`src/design/ebm_pkg.sv`:
```
package ebm_pkg;

    // ------------------------------------------------------------
    // Bus sizes
    // ------------------------------------------------------------
    localparam int DATA_W = 32;
    localparam int ADDR_W = 26;
    localparam int TIME_W = 6;
    localparam int CNT_W  = 8;

    // ------------------------------------------------------------
    // Memory areas, selected by transfer address bits 31:28
    // ------------------------------------------------------------
    localparam logic [3:0] AREA_LSB_POS = 4'h0;
    localparam int         AREA_MSB     = 31;
    localparam int         AREA_LSB     = 28;
    localparam logic [3:0] AREA_CS0     = 4'h1;
    localparam logic [3:0] AREA_CS3     = 4'h4;
    localparam logic [3:0] AREA_CS4     = 4'h5;
    localparam logic [3:0] AREA_CS5     = 4'h6;
    localparam logic [3:0] AREA_CS7     = 4'h8;

    // ------------------------------------------------------------
    // Card mode select field position
    // ------------------------------------------------------------
    localparam int MODE_MSB = 23;
    localparam int MODE_LSB = 21;

    // ------------------------------------------------------------
    // Device width codes
    // ------------------------------------------------------------
    localparam logic [1:0] WIDTH_8  = 2'h0;
    localparam logic [1:0] WIDTH_16 = 2'h1;
    localparam logic [1:0] WIDTH_32 = 2'h2;

    // ------------------------------------------------------------
    // Values after reset
    // ------------------------------------------------------------
    localparam logic             PULLUP_RST = 1'b1;
    localparam logic [CNT_W-1:0] CNT_RST    = 8'h00;
    localparam logic [7:0]       CS_N_RST   = 8'hff;

    // Card access modes
    typedef enum logic [1:0] {
        EBM_CARD_ATTR,
        EBM_CARD_COMMON,
        EBM_CARD_IO,
        EBM_CARD_IDE
    } ebm_card_mode_t;

endpackage

```
`src/design/ebm_phase_if.sv`:
```
`timescale 1ns/10ps
interface ebm_phase_if;

    logic                      busy;
    logic [ebm_pkg::CNT_W-1:0] cnt;
    logic [ebm_pkg::TIME_W-1:0] setup;
    logic [ebm_pkg::TIME_W-1:0] pulse;
    logic                      strobe_n;

    // Sequencer side
    modport ctl (
        output busy,
        output cnt,
        output setup,
        output pulse,
        input  strobe_n
    );

    // Strobe shaper side
    modport gen (
        input  busy,
        input  cnt,
        input  setup,
        input  pulse,
        output strobe_n
    );

endinterface

```
`src/design/ebm_phase.sv`:
```
`timescale 1ns/10ps
module ebm_phase (
    // Timing link to the cycle sequencer
    ebm_phase_if.gen ph
);

    logic [ebm_pkg::CNT_W-1:0] rise_at;

    // Strobe is low from setup until setup plus pulse
    always_comb
    begin
        rise_at     = ebm_pkg::CNT_W'({2'h0, ph.setup}) + ebm_pkg::CNT_W'({2'h0, ph.pulse});
        ph.strobe_n = !(ph.busy && (ph.cnt >= ebm_pkg::CNT_W'({2'h0, ph.setup}))
                        && (ph.cnt < rise_at));
    end

endmodule

```
`src/design/ebm_top.sv`:
```
`timescale 1ns/10ps
// Behaviour
// - Share 32-bit data and 26 address lines, owner chosen by request arbitration.
// - Address and output controls stay stable while no access runs.
// - Handover waits the float time of the controller that last drove.
// - SDRAM ownership delays static accesses until sdr_req drops and the float time ends.
// - Low data-line pull-ups are on after reset.
// - Pull-up disable bit turns off pull-ups on data lines 0 to 15.
// - Card glue active on chip selects four/five when assigned.
// - Card windows at 0x5000_0000 and 0x6000_0000, 256 MB each.
// - All card modes supported; 16-bit indication and ATA select not handled.
// - Card mode chosen from transfer address bits 23 to 21.
// - Flash glue on chip select three, enabled by its assignment bit.
// - Window 0x4000_0000 to 0x4FFF_FFFF goes to the flash.
// - Chip select three active routes read/write onto flash strobes.
// - Flash strobes drop at once when address leaves that window.
// - Read starts with address; width picks lowest driven address bit.
// - Read strobe: setup from address, pulse low, hold after rise.
// - Chip select follows its own setup, pulse and hold.
// - Cycle equals both strobe sums; the two sums must match.
module ebm_top (
    // Clock and reset
    input  wire  logic                         clock,
    input  wire  logic                         rst_n,
    // Configuration
    input  wire  logic                         data_bus_pullup_disable,
    input  wire  logic                         cs3_flash_assign,
    input  wire  logic                         cs4_card_assign,
    input  wire  logic                         cs5_card_assign,
    input  wire  logic [1:0]                   dev_width,
    input  wire  logic [ebm_pkg::TIME_W-1:0]   read_strobe_setup,
    input  wire  logic [ebm_pkg::TIME_W-1:0]   read_strobe_pulse,
    input  wire  logic [ebm_pkg::TIME_W-1:0]   read_strobe_hold,
    input  wire  logic [ebm_pkg::TIME_W-1:0]   cs_read_setup,
    input  wire  logic [ebm_pkg::TIME_W-1:0]   cs_read_pulse,
    input  wire  logic [ebm_pkg::TIME_W-1:0]   cs_read_hold,
    input  wire  logic [ebm_pkg::TIME_W-1:0]   smc_float_cycles,
    input  wire  logic [ebm_pkg::TIME_W-1:0]   sdr_float_cycles,
    input  wire  logic [15:0]                  card_mode_map,
    // Static memory controller side
    input  wire  logic                         smc_req,
    input  wire  logic                         smc_wr,
    input  wire  logic [31:0]                  smc_addr,
    input  wire  logic [ebm_pkg::DATA_W-1:0]   smc_wdata,
    output logic                               smc_ack,
    output logic [ebm_pkg::DATA_W-1:0]         smc_rdata,
    // SDRAM controller side
    input  wire  logic                         sdr_req,
    input  wire  logic                         sdr_drive,
    input  wire  logic [ebm_pkg::ADDR_W-1:0]   sdr_addr,
    input  wire  logic [ebm_pkg::DATA_W-1:0]   sdr_wdata,
    output logic                               sdr_grant,
    // External memory pins
    output logic [ebm_pkg::ADDR_W-1:0]         mem_addr,
    input  wire  logic [ebm_pkg::DATA_W-1:0]   mem_data_in,
    output logic [ebm_pkg::DATA_W-1:0]         mem_data_out,
    output logic                               mem_data_oe,
    output logic                               read_strobe_n,
    output logic                               write_strobe_n,
    output logic [7:0]                         chip_select_n,
    output logic                               flash_output_enable_n,
    output logic                               flash_write_enable_n,
    output logic                               card_active,
    output logic [1:0]                         card_mode,
    output logic                               pullup_low_en,
    output logic                               cfg_error
);

    typedef enum {
        EBM_IDLE,
        EBM_SMC,
        EBM_SDR,
        EBM_FLOAT
    } ebm_state_t;

    // ------------------------------------------------------------
    // Declarations
    // ------------------------------------------------------------
    ebm_state_t                   state_reg;
    ebm_state_t                   state_next;
    logic [ebm_pkg::CNT_W-1:0]    cnt_reg;
    logic [ebm_pkg::CNT_W-1:0]    float_reg;
    logic [ebm_pkg::CNT_W-1:0]    cycle_len;
    logic [ebm_pkg::CNT_W-1:0]    cs_len;
    logic [31:0]                  taddr_reg;
    logic                         twr_reg;
    logic                         cycle_end;
    logic                         smc_take;
    logic                         sdr_take;
    logic [ebm_pkg::DATA_W-1:0]   din_meta_reg;
    logic [ebm_pkg::DATA_W-1:0]   din_sync_reg;
    logic [3:0]                   area;
    logic                         in_cs3;
    logic                         in_cs4;
    logic                         in_cs5;
    logic                         strobe_rd_n;
    logic                         strobe_cs_n;
    logic [ebm_pkg::ADDR_W-1:0]   addr_map;

    ebm_phase_if rd_ph ();
    ebm_phase_if cs_ph ();

    // ------------------------------------------------------------
    // Cycle length and configuration check
    // ------------------------------------------------------------

    // Both strobe sums, zero-extended to counter width
    always_comb
    begin
        cycle_len = ebm_pkg::CNT_W'({2'h0, read_strobe_setup})
                  + ebm_pkg::CNT_W'({2'h0, read_strobe_pulse})
                  + ebm_pkg::CNT_W'({2'h0, read_strobe_hold});
        cs_len    = ebm_pkg::CNT_W'({2'h0, cs_read_setup})
                  + ebm_pkg::CNT_W'({2'h0, cs_read_pulse})
                  + ebm_pkg::CNT_W'({2'h0, cs_read_hold});
    end

    // Mismatched sums flagged; read strobe sum sets the cycle
    assign cfg_error = (cycle_len != cs_len);

    assign cycle_end = (cnt_reg + ebm_pkg::CNT_W'(1) >= cycle_len);

    // ------------------------------------------------------------
    // Area decode
    // ------------------------------------------------------------

    // Area from the latched transfer address
    always_comb
    begin
        area   = taddr_reg[ebm_pkg::AREA_MSB:ebm_pkg::AREA_LSB];
        in_cs3 = (area == ebm_pkg::AREA_CS3);
        in_cs4 = (area == ebm_pkg::AREA_CS4);
        in_cs5 = (area == ebm_pkg::AREA_CS5);
    end

    // ------------------------------------------------------------
    // Ownership arbitration
    // ------------------------------------------------------------

    // Static controller wins a tie; SDRAM keeps the bus until it drops sdr_req
    always_comb
    begin
        smc_take = smc_req;
        sdr_take = sdr_req && !smc_req;
    end

    // Owner state machine
    always_comb
    begin
        state_next = state_reg;
        unique case (state_reg)
            EBM_IDLE:
            begin
                if (smc_take)
                    state_next = EBM_SMC;
                else if (sdr_take)
                    state_next = EBM_SDR;
            end
            EBM_SMC:
            begin
                if (cycle_end)
                    state_next = (smc_float_cycles != '0) ? EBM_FLOAT : EBM_IDLE;
            end
            EBM_SDR:
            begin
                if (!sdr_req)
                    state_next = (sdr_float_cycles != '0) ? EBM_FLOAT : EBM_IDLE;
            end
            EBM_FLOAT:
            begin
                if (float_reg <= ebm_pkg::CNT_W'(1))
                    state_next = EBM_IDLE;
            end
        endcase
    end

    // State register
    always_ff @(posedge clock)
    begin
        if (!rst_n)
            state_reg <= EBM_IDLE;
        else
            state_reg <= state_next;
    end

    // Float counter loaded from the controller that last drove
    always_ff @(posedge clock)
    begin
        if (!rst_n)
            float_reg <= ebm_pkg::CNT_RST;
        else if (state_reg == EBM_SMC && cycle_end)
            float_reg <= ebm_pkg::CNT_W'({2'h0, smc_float_cycles});
        else if (state_reg == EBM_SDR && !sdr_req)
            float_reg <= ebm_pkg::CNT_W'({2'h0, sdr_float_cycles});
        else if (float_reg != ebm_pkg::CNT_RST)
            float_reg <= float_reg - ebm_pkg::CNT_W'(1);
    end

    // Cycle counter for static accesses
    always_ff @(posedge clock)
    begin
        if (!rst_n)
            cnt_reg <= ebm_pkg::CNT_RST;
        else if (state_reg == EBM_SMC && !cycle_end)
            cnt_reg <= cnt_reg + ebm_pkg::CNT_W'(1);
        else
            cnt_reg <= ebm_pkg::CNT_RST;
    end

    // Transfer latched at the start of the cycle
    always_ff @(posedge clock)
    begin
        if (!rst_n)
        begin
            taddr_reg <= '0;
            twr_reg   <= 1'b0;
        end
        else if (state_reg == EBM_IDLE && smc_take)
        begin
            taddr_reg <= smc_addr;
            twr_reg   <= smc_wr;
        end
    end

    // ------------------------------------------------------------
    // Strobe shaping
    // ------------------------------------------------------------

    // Read and chip-select timing links
    always_comb
    begin
        rd_ph.busy  = (state_reg == EBM_SMC);
        rd_ph.cnt   = cnt_reg;
        rd_ph.setup = read_strobe_setup;
        rd_ph.pulse = read_strobe_pulse;
        cs_ph.busy  = (state_reg == EBM_SMC);
        cs_ph.cnt   = cnt_reg;
        cs_ph.setup = cs_read_setup;
        cs_ph.pulse = cs_read_pulse;
        strobe_rd_n = rd_ph.strobe_n;
        strobe_cs_n = cs_ph.strobe_n;
    end

    ebm_phase u_rd_phase (
        .ph (rd_ph.gen)
    );

    ebm_phase u_cs_phase (
        .ph (cs_ph.gen)
    );

    // Command strobes, high outside an access
    always_comb
    begin
        read_strobe_n  = strobe_rd_n | twr_reg;
        write_strobe_n = strobe_rd_n | !twr_reg;
    end

    // One chip select per area, held high when idle
    always_comb
    begin
        chip_select_n = ebm_pkg::CS_N_RST;
        if (!strobe_cs_n && area >= ebm_pkg::AREA_CS0 && area <= ebm_pkg::AREA_CS7)
            chip_select_n[3'(area - ebm_pkg::AREA_CS0)] = 1'b0;
    end

    // Flash strobes gated by assignment and the live window
    always_comb
    begin
        flash_output_enable_n = !(cs3_flash_assign && in_cs3 && !chip_select_n[3]
                                  && !read_strobe_n);
        flash_write_enable_n  = !(cs3_flash_assign && in_cs3 && !chip_select_n[3]
                                  && !write_strobe_n);
    end

    // ------------------------------------------------------------
    // Card glue
    // ------------------------------------------------------------

    // Mode from address bits through the configurable table
    always_comb
    begin
        card_active = (state_reg == EBM_SMC)
                    && ((cs4_card_assign && in_cs4) || (cs5_card_assign && in_cs5));
        card_mode   = card_active
                    ? card_mode_map[2*taddr_reg[ebm_pkg::MODE_MSB:ebm_pkg::MODE_LSB] +: 2]
                    : 2'h0;
    end

    // ------------------------------------------------------------
    // Address pins
    // ------------------------------------------------------------

    // Lowest address bit driven depends on device width, mapped as the request is taken
    always_comb
    begin
        addr_map = smc_addr[ebm_pkg::ADDR_W-1:0];
        if (dev_width == ebm_pkg::WIDTH_16)
            addr_map[0] = 1'b0;
        else if (dev_width == ebm_pkg::WIDTH_32)
            addr_map[1:0] = 2'h0;
    end

    // Address and data pins change only when an owner drives them
    always_ff @(posedge clock)
    begin
        if (!rst_n)
        begin
            mem_addr     <= '0;
            mem_data_out <= '0;
            mem_data_oe  <= 1'b0;
        end
        else if (state_reg == EBM_IDLE && smc_take)
        begin
            mem_addr     <= addr_map;
            mem_data_out <= smc_wdata;
            mem_data_oe  <= smc_wr;
        end
        else if (state_next == EBM_SDR)
        begin
            mem_addr     <= sdr_addr;
            mem_data_out <= sdr_wdata;
            mem_data_oe  <= sdr_drive;
        end
        else if (state_next != EBM_SMC)
            mem_data_oe  <= 1'b0;
    end

    // ------------------------------------------------------------
    // Read data and handshakes
    // ------------------------------------------------------------

    // Two-flop capture of the external data pins
    always_ff @(posedge clock)
    begin
        if (!rst_n)
        begin
            din_meta_reg <= '0;
            din_sync_reg <= '0;
        end
        else
        begin
            din_meta_reg <= mem_data_in;
            din_sync_reg <= din_meta_reg;
        end
    end

    // Data sampled at the last cycle, acknowledge as a pulse
    always_ff @(posedge clock)
    begin
        if (!rst_n)
        begin
            smc_ack   <= 1'b0;
            smc_rdata <= '0;
        end
        else
        begin
            smc_ack <= (state_reg == EBM_SMC) && cycle_end;
            if (state_reg == EBM_SMC && cycle_end && !twr_reg)
                smc_rdata <= din_sync_reg;
        end
    end

    assign sdr_grant = (state_reg == EBM_SDR);

    // ------------------------------------------------------------
    // Pull-up control
    // ------------------------------------------------------------

    // Low-half pull-ups on after reset, off when disabled; upper half untouched
    always_ff @(posedge clock)
    begin
        if (!rst_n)
            pullup_low_en <= ebm_pkg::PULLUP_RST;
        else
            pullup_low_en <= !data_bus_pullup_disable;
    end

endmodule

```
`config.mk`:
```
export PLATFORM = sky130hd
export DESIGN_NAME = ebm_top
export DESIGN_NICKNAME = d
export VERILOG_FILES = /design/src/design/ebm_pkg.sv /design/src/design/ebm_phase_if.sv /design/src/design/ebm_phase.sv /design/src/design/ebm_top.sv
export SDC_FILE = /design/constraint.sdc
export NUM_CORES = 1
export LEC_CHECK = 0
export ABC_AREA = 0
export ABC_CLOCK_PERIOD_IN_PS = 5200
export BUFFER_PORTS_ARGS = -buffer_cell sky130_fd_sc_hd__clkbuf_2
export CORE_ASPECT_RATIO = 1.1
export CORE_UTILIZATION = 51
export CTS_CLUSTER_DIAMETER = 200
export DETAILED_ROUTE_END_ITERATION = 16
export GPL_TIMING_DRIVEN = 1
export PLACE_DENSITY = 0.81
export SYNTH_ARGS = -nofsm -noshare
export SYNTH_HDL_FRONTEND = slang
export SYNTH_SLANG_ARGS = --single-unit
```
`constraint.sdc`:
```
create_clock -name clock -period 5.2 [get_ports clock]
set_input_delay 0.26 -clock clock [delete_from_list [all_inputs] [get_ports clock]]
set_output_delay 0.26 -clock clock [all_outputs]
set_load 0.1 [all_outputs]
```
==> results.ini <==
[floorplan]
io_pins=340
fp.dieArea_um2=20050
die_y_um=148.4
coreArea_um2=19100
start_util=0.5203
rows=53
die_w_um=135.1

[worst_setup_path]
cp.arrival_ps=4920
start_kind=input port
worst_path_largest_cell_delay_ps=510
crit_required_ps=5580
path_cells=clkbuf_2 > ha_1 > fa_1 > a21oi_1 > nor2_1 > nor2_1 > xnor2_1 > ha_1 > o21ai_0 > nor2_1 > o21ai_0 > ha_1 > nand4_1 > o31a_1 > o311ai_1 > a22o_2 > buf_4 > a21oi_1 > a211oi_1
critical-path-slowest-cell=buf_4
cp-end-kind=flip-flop
path_max_fanout=52
crit_type=input port to flip-flop
cpLargestDelayFamily=compound AO/OA/AOI/OAI gates
r2r_setup_slack_ps=1590
critPathBufInv=2

[flow_run]
cap_violations=0

[pwr]
powerDensity_nw_per_um2=424.9
max-vdd-ir-drop_mv=0.3616
power_leakage_nw=6.039
p_total_mw=5.472

[sta]
skew_ps=22.60
rsz0062_at_grt=false
final-hold-violation-count=0
finalCriticalPeriod_ps=4538
setup_viol=0
setup_tns_ps=0
finalCritPeriodShare=0.8727
worstMarginPinSlew_ps=1096
slew_viol_final=0
slew_headroom=0.2696
fmax_mhz=220.3

[placed_design]
portBuffers=337
placedCellCount=1598
dp_hpwl_mm=19.55
gp_congestion=0.8794

[routing]
ant_nets=0
avgRoutedWirePerCell_um=16.62
drcViolationCount=0
detail_route.vias_per_cell=5.466
drt-initial-drc-count=451
first_pass_iters=5
via_count=9188
wl_mm=27.94

[clock_network]
clkTransAtPathRegs_ps=70
cts_tree=built
cts_made_buffers=22
insertion_delay_ps=500
htree_levels=1
postCtsSetupBuffers=0
cts_root_buf=clkbuf_16
cts_sinks=213
clockBufferDepth=3

[worst_hold_path]
hold_class=input port to flip-flop

[cells_and_area]
postLayoutCoreUtil=0.6743
area_growth_pct=29.60
drive_above_1_share=0.2849
finalNetCount=1713
fill_cells=1520
fin_cells=1681

[synth]
synth_seq_cells=213
syn_inst=1068
synth_nets=1364
ys_types=65
ys_seq_area_frac=0.4291
syn_avg_cell_area_um2=9.304
synth-edff-count=0
yosysWarnings=0
ys.flop_type=dfxtp_1
ys_async_sr_fraction=0
syn_area_um2=9937

[grt]
gr-total-overflow=0
grt_pass1_vias=8848
grt_pass1_wl_mm=43.19
antenna_found_initial=3
track_usage=0.2691
grt_start_max_net_pins=101

[status]
outcome=complete, no violations

-- layout make-up --
| class | instances | area, um^2 | area share |
|---|---|---|---|
| multi-input cells | 743 | 5220 | 0.4053 |
| flip-flops and latches | 213 | 4264 | 0.3311 |
| repair buffers | 389 | 2207 | 0.1714 |
| clock buffers | 30 | 611.8 | 0.04751 |
| well taps | 247 | 309.0 | 0.02400 |
| inverters | 48 | 181.4 | 0.01409 |
| clock inverters | 9 | 80.08 | 0.006218 |
| diodes | 2 | 5.005 | 0.0003886 |
-- worst register-to-register path, stage by stage (launching register included) --
cell and delay, ps:
dfxtp_1 480, ha_1 250, nand3_1 140, nor2_1 160
xor2_1 90, ha_1 310, nand4_1 100, o31a_1 330
o311ai_1 330, a22o_2 310, buf_4 520, a21oi_1 200
a211oi_1 290
-- stage by stage --
stage	hold WS, ps	setup slack [ps]	instance area (um^2)
after floorplan	321.9	995.5	9937
after global placement	413.0	408.1	11760
after detailed placement	416.9	241.9	11760
after CTS	1.510	760.5	12870
after global routing	22.04	284.0	12880
final	18.03	661.7	12880
-- path summary, 6_finish.rpt --
kind	cells after the start	start	to
worst min register to register	2	din_sync_reg[15]	smc_rdata[15]
worst max-delay path	19	read_strobe_setup[0]	mem_data_out[11]
worst min-delay path	3	smc_addr[23]	taddr_reg[23]
worst max register to register	12	cnt_reg[1]	mem_data_out[11]
-- cell usage in the layout, fill, tap and decap left out, types with 5 or more instances in the layout --
cell type,count
clkbuf_2,337
dfxtp_1,213
a21oi_1,120
nand2_1,107
and2_1,64
ha_1,62
mux2i_1,58
a211oi_1,55
inv_1,47
dlygate4sd3_1,42
nor2_1,33
and3_1,32
xnor2_1,27
clkbuf_16,23
a21o_1,16
nand3_1,13
nor4_1,12
nor2b_1,11
o21ai_0,10
xor2_1,10
a211oi_2,10
o211ai_1,9
or4_1,9
nand2b_1,8
buf_4,8
nand4_1,7
a21boi_0,6
clkinv_2,6
clkbuf_1,6
o21bai_1,5
-- cell families (layout without fill, tap and decap cells) --
| logic type | after synthesis | after routing | synth area share |
|---|---|---|---|
| flip-flops | 213 | 213 | 0.4291 |
| multiplexers | 63 | 63 | 0.06862 |
| buffers and inverters | 112 | 476 | 0.04659 |
| AO/OA/AOI/OAI | 257 | 257 | 0.1687 |
| adder cells (fa/ha/maj) | 66 | 66 | 0.08612 |
| XOR/XNOR | 37 | 37 | 0.03261 |
| other | 0 | 2 | 0 |
| AND/OR/NAND/NOR | 320 | 320 | 0.1682 |
-- routing by layer --
metal  vias up  GRT usage  wire, um
met5         -          0        12
met4         2     0.1073       912
met3        71    0.05965      2100
met2       363     0.4628     13650
met1      4279     0.3238     11270
li1       4473          -         -
-- cells in the mapped netlist (all sizes together) (8+ instances only) --
cell    instances  share of area
a211oi         65          0.054
a21o           16          0.012
a21oi         120          0.060
and2           65          0.041
and3           33          0.021
buf            24          0.013
clkbuf         40          0.015
dfxtp         213           0.43
ha             62          0.078
inv            48          0.018
mux2i          58          0.058
nand2         108          0.041
nand2b          8         0.0050
nand3          13         0.0065
nor2           35          0.013
nor2b          11         0.0069
nor4           12         0.0076
o211ai          9         0.0068
o21ai          11         0.0055
or4            10         0.0079
xnor2          27          0.024
xor2           10         0.0088
-- report_power, final --
part | total [mW] | internal [mW] | switching [mW]
registers | 1.89 | 1.79 | 0.106
clock network | 1.51 | 0.878 | 0.631
logic | 2.07 | 0.607 | 1.46
-- repair_timing --
action                     CTS  global route
resized for setup            0             0
hold endpoints to repair    42             0
setup endpoints to repair    0             0
hold buffers                42             0
Note: power is estimated with default switching activity, not from simulation.
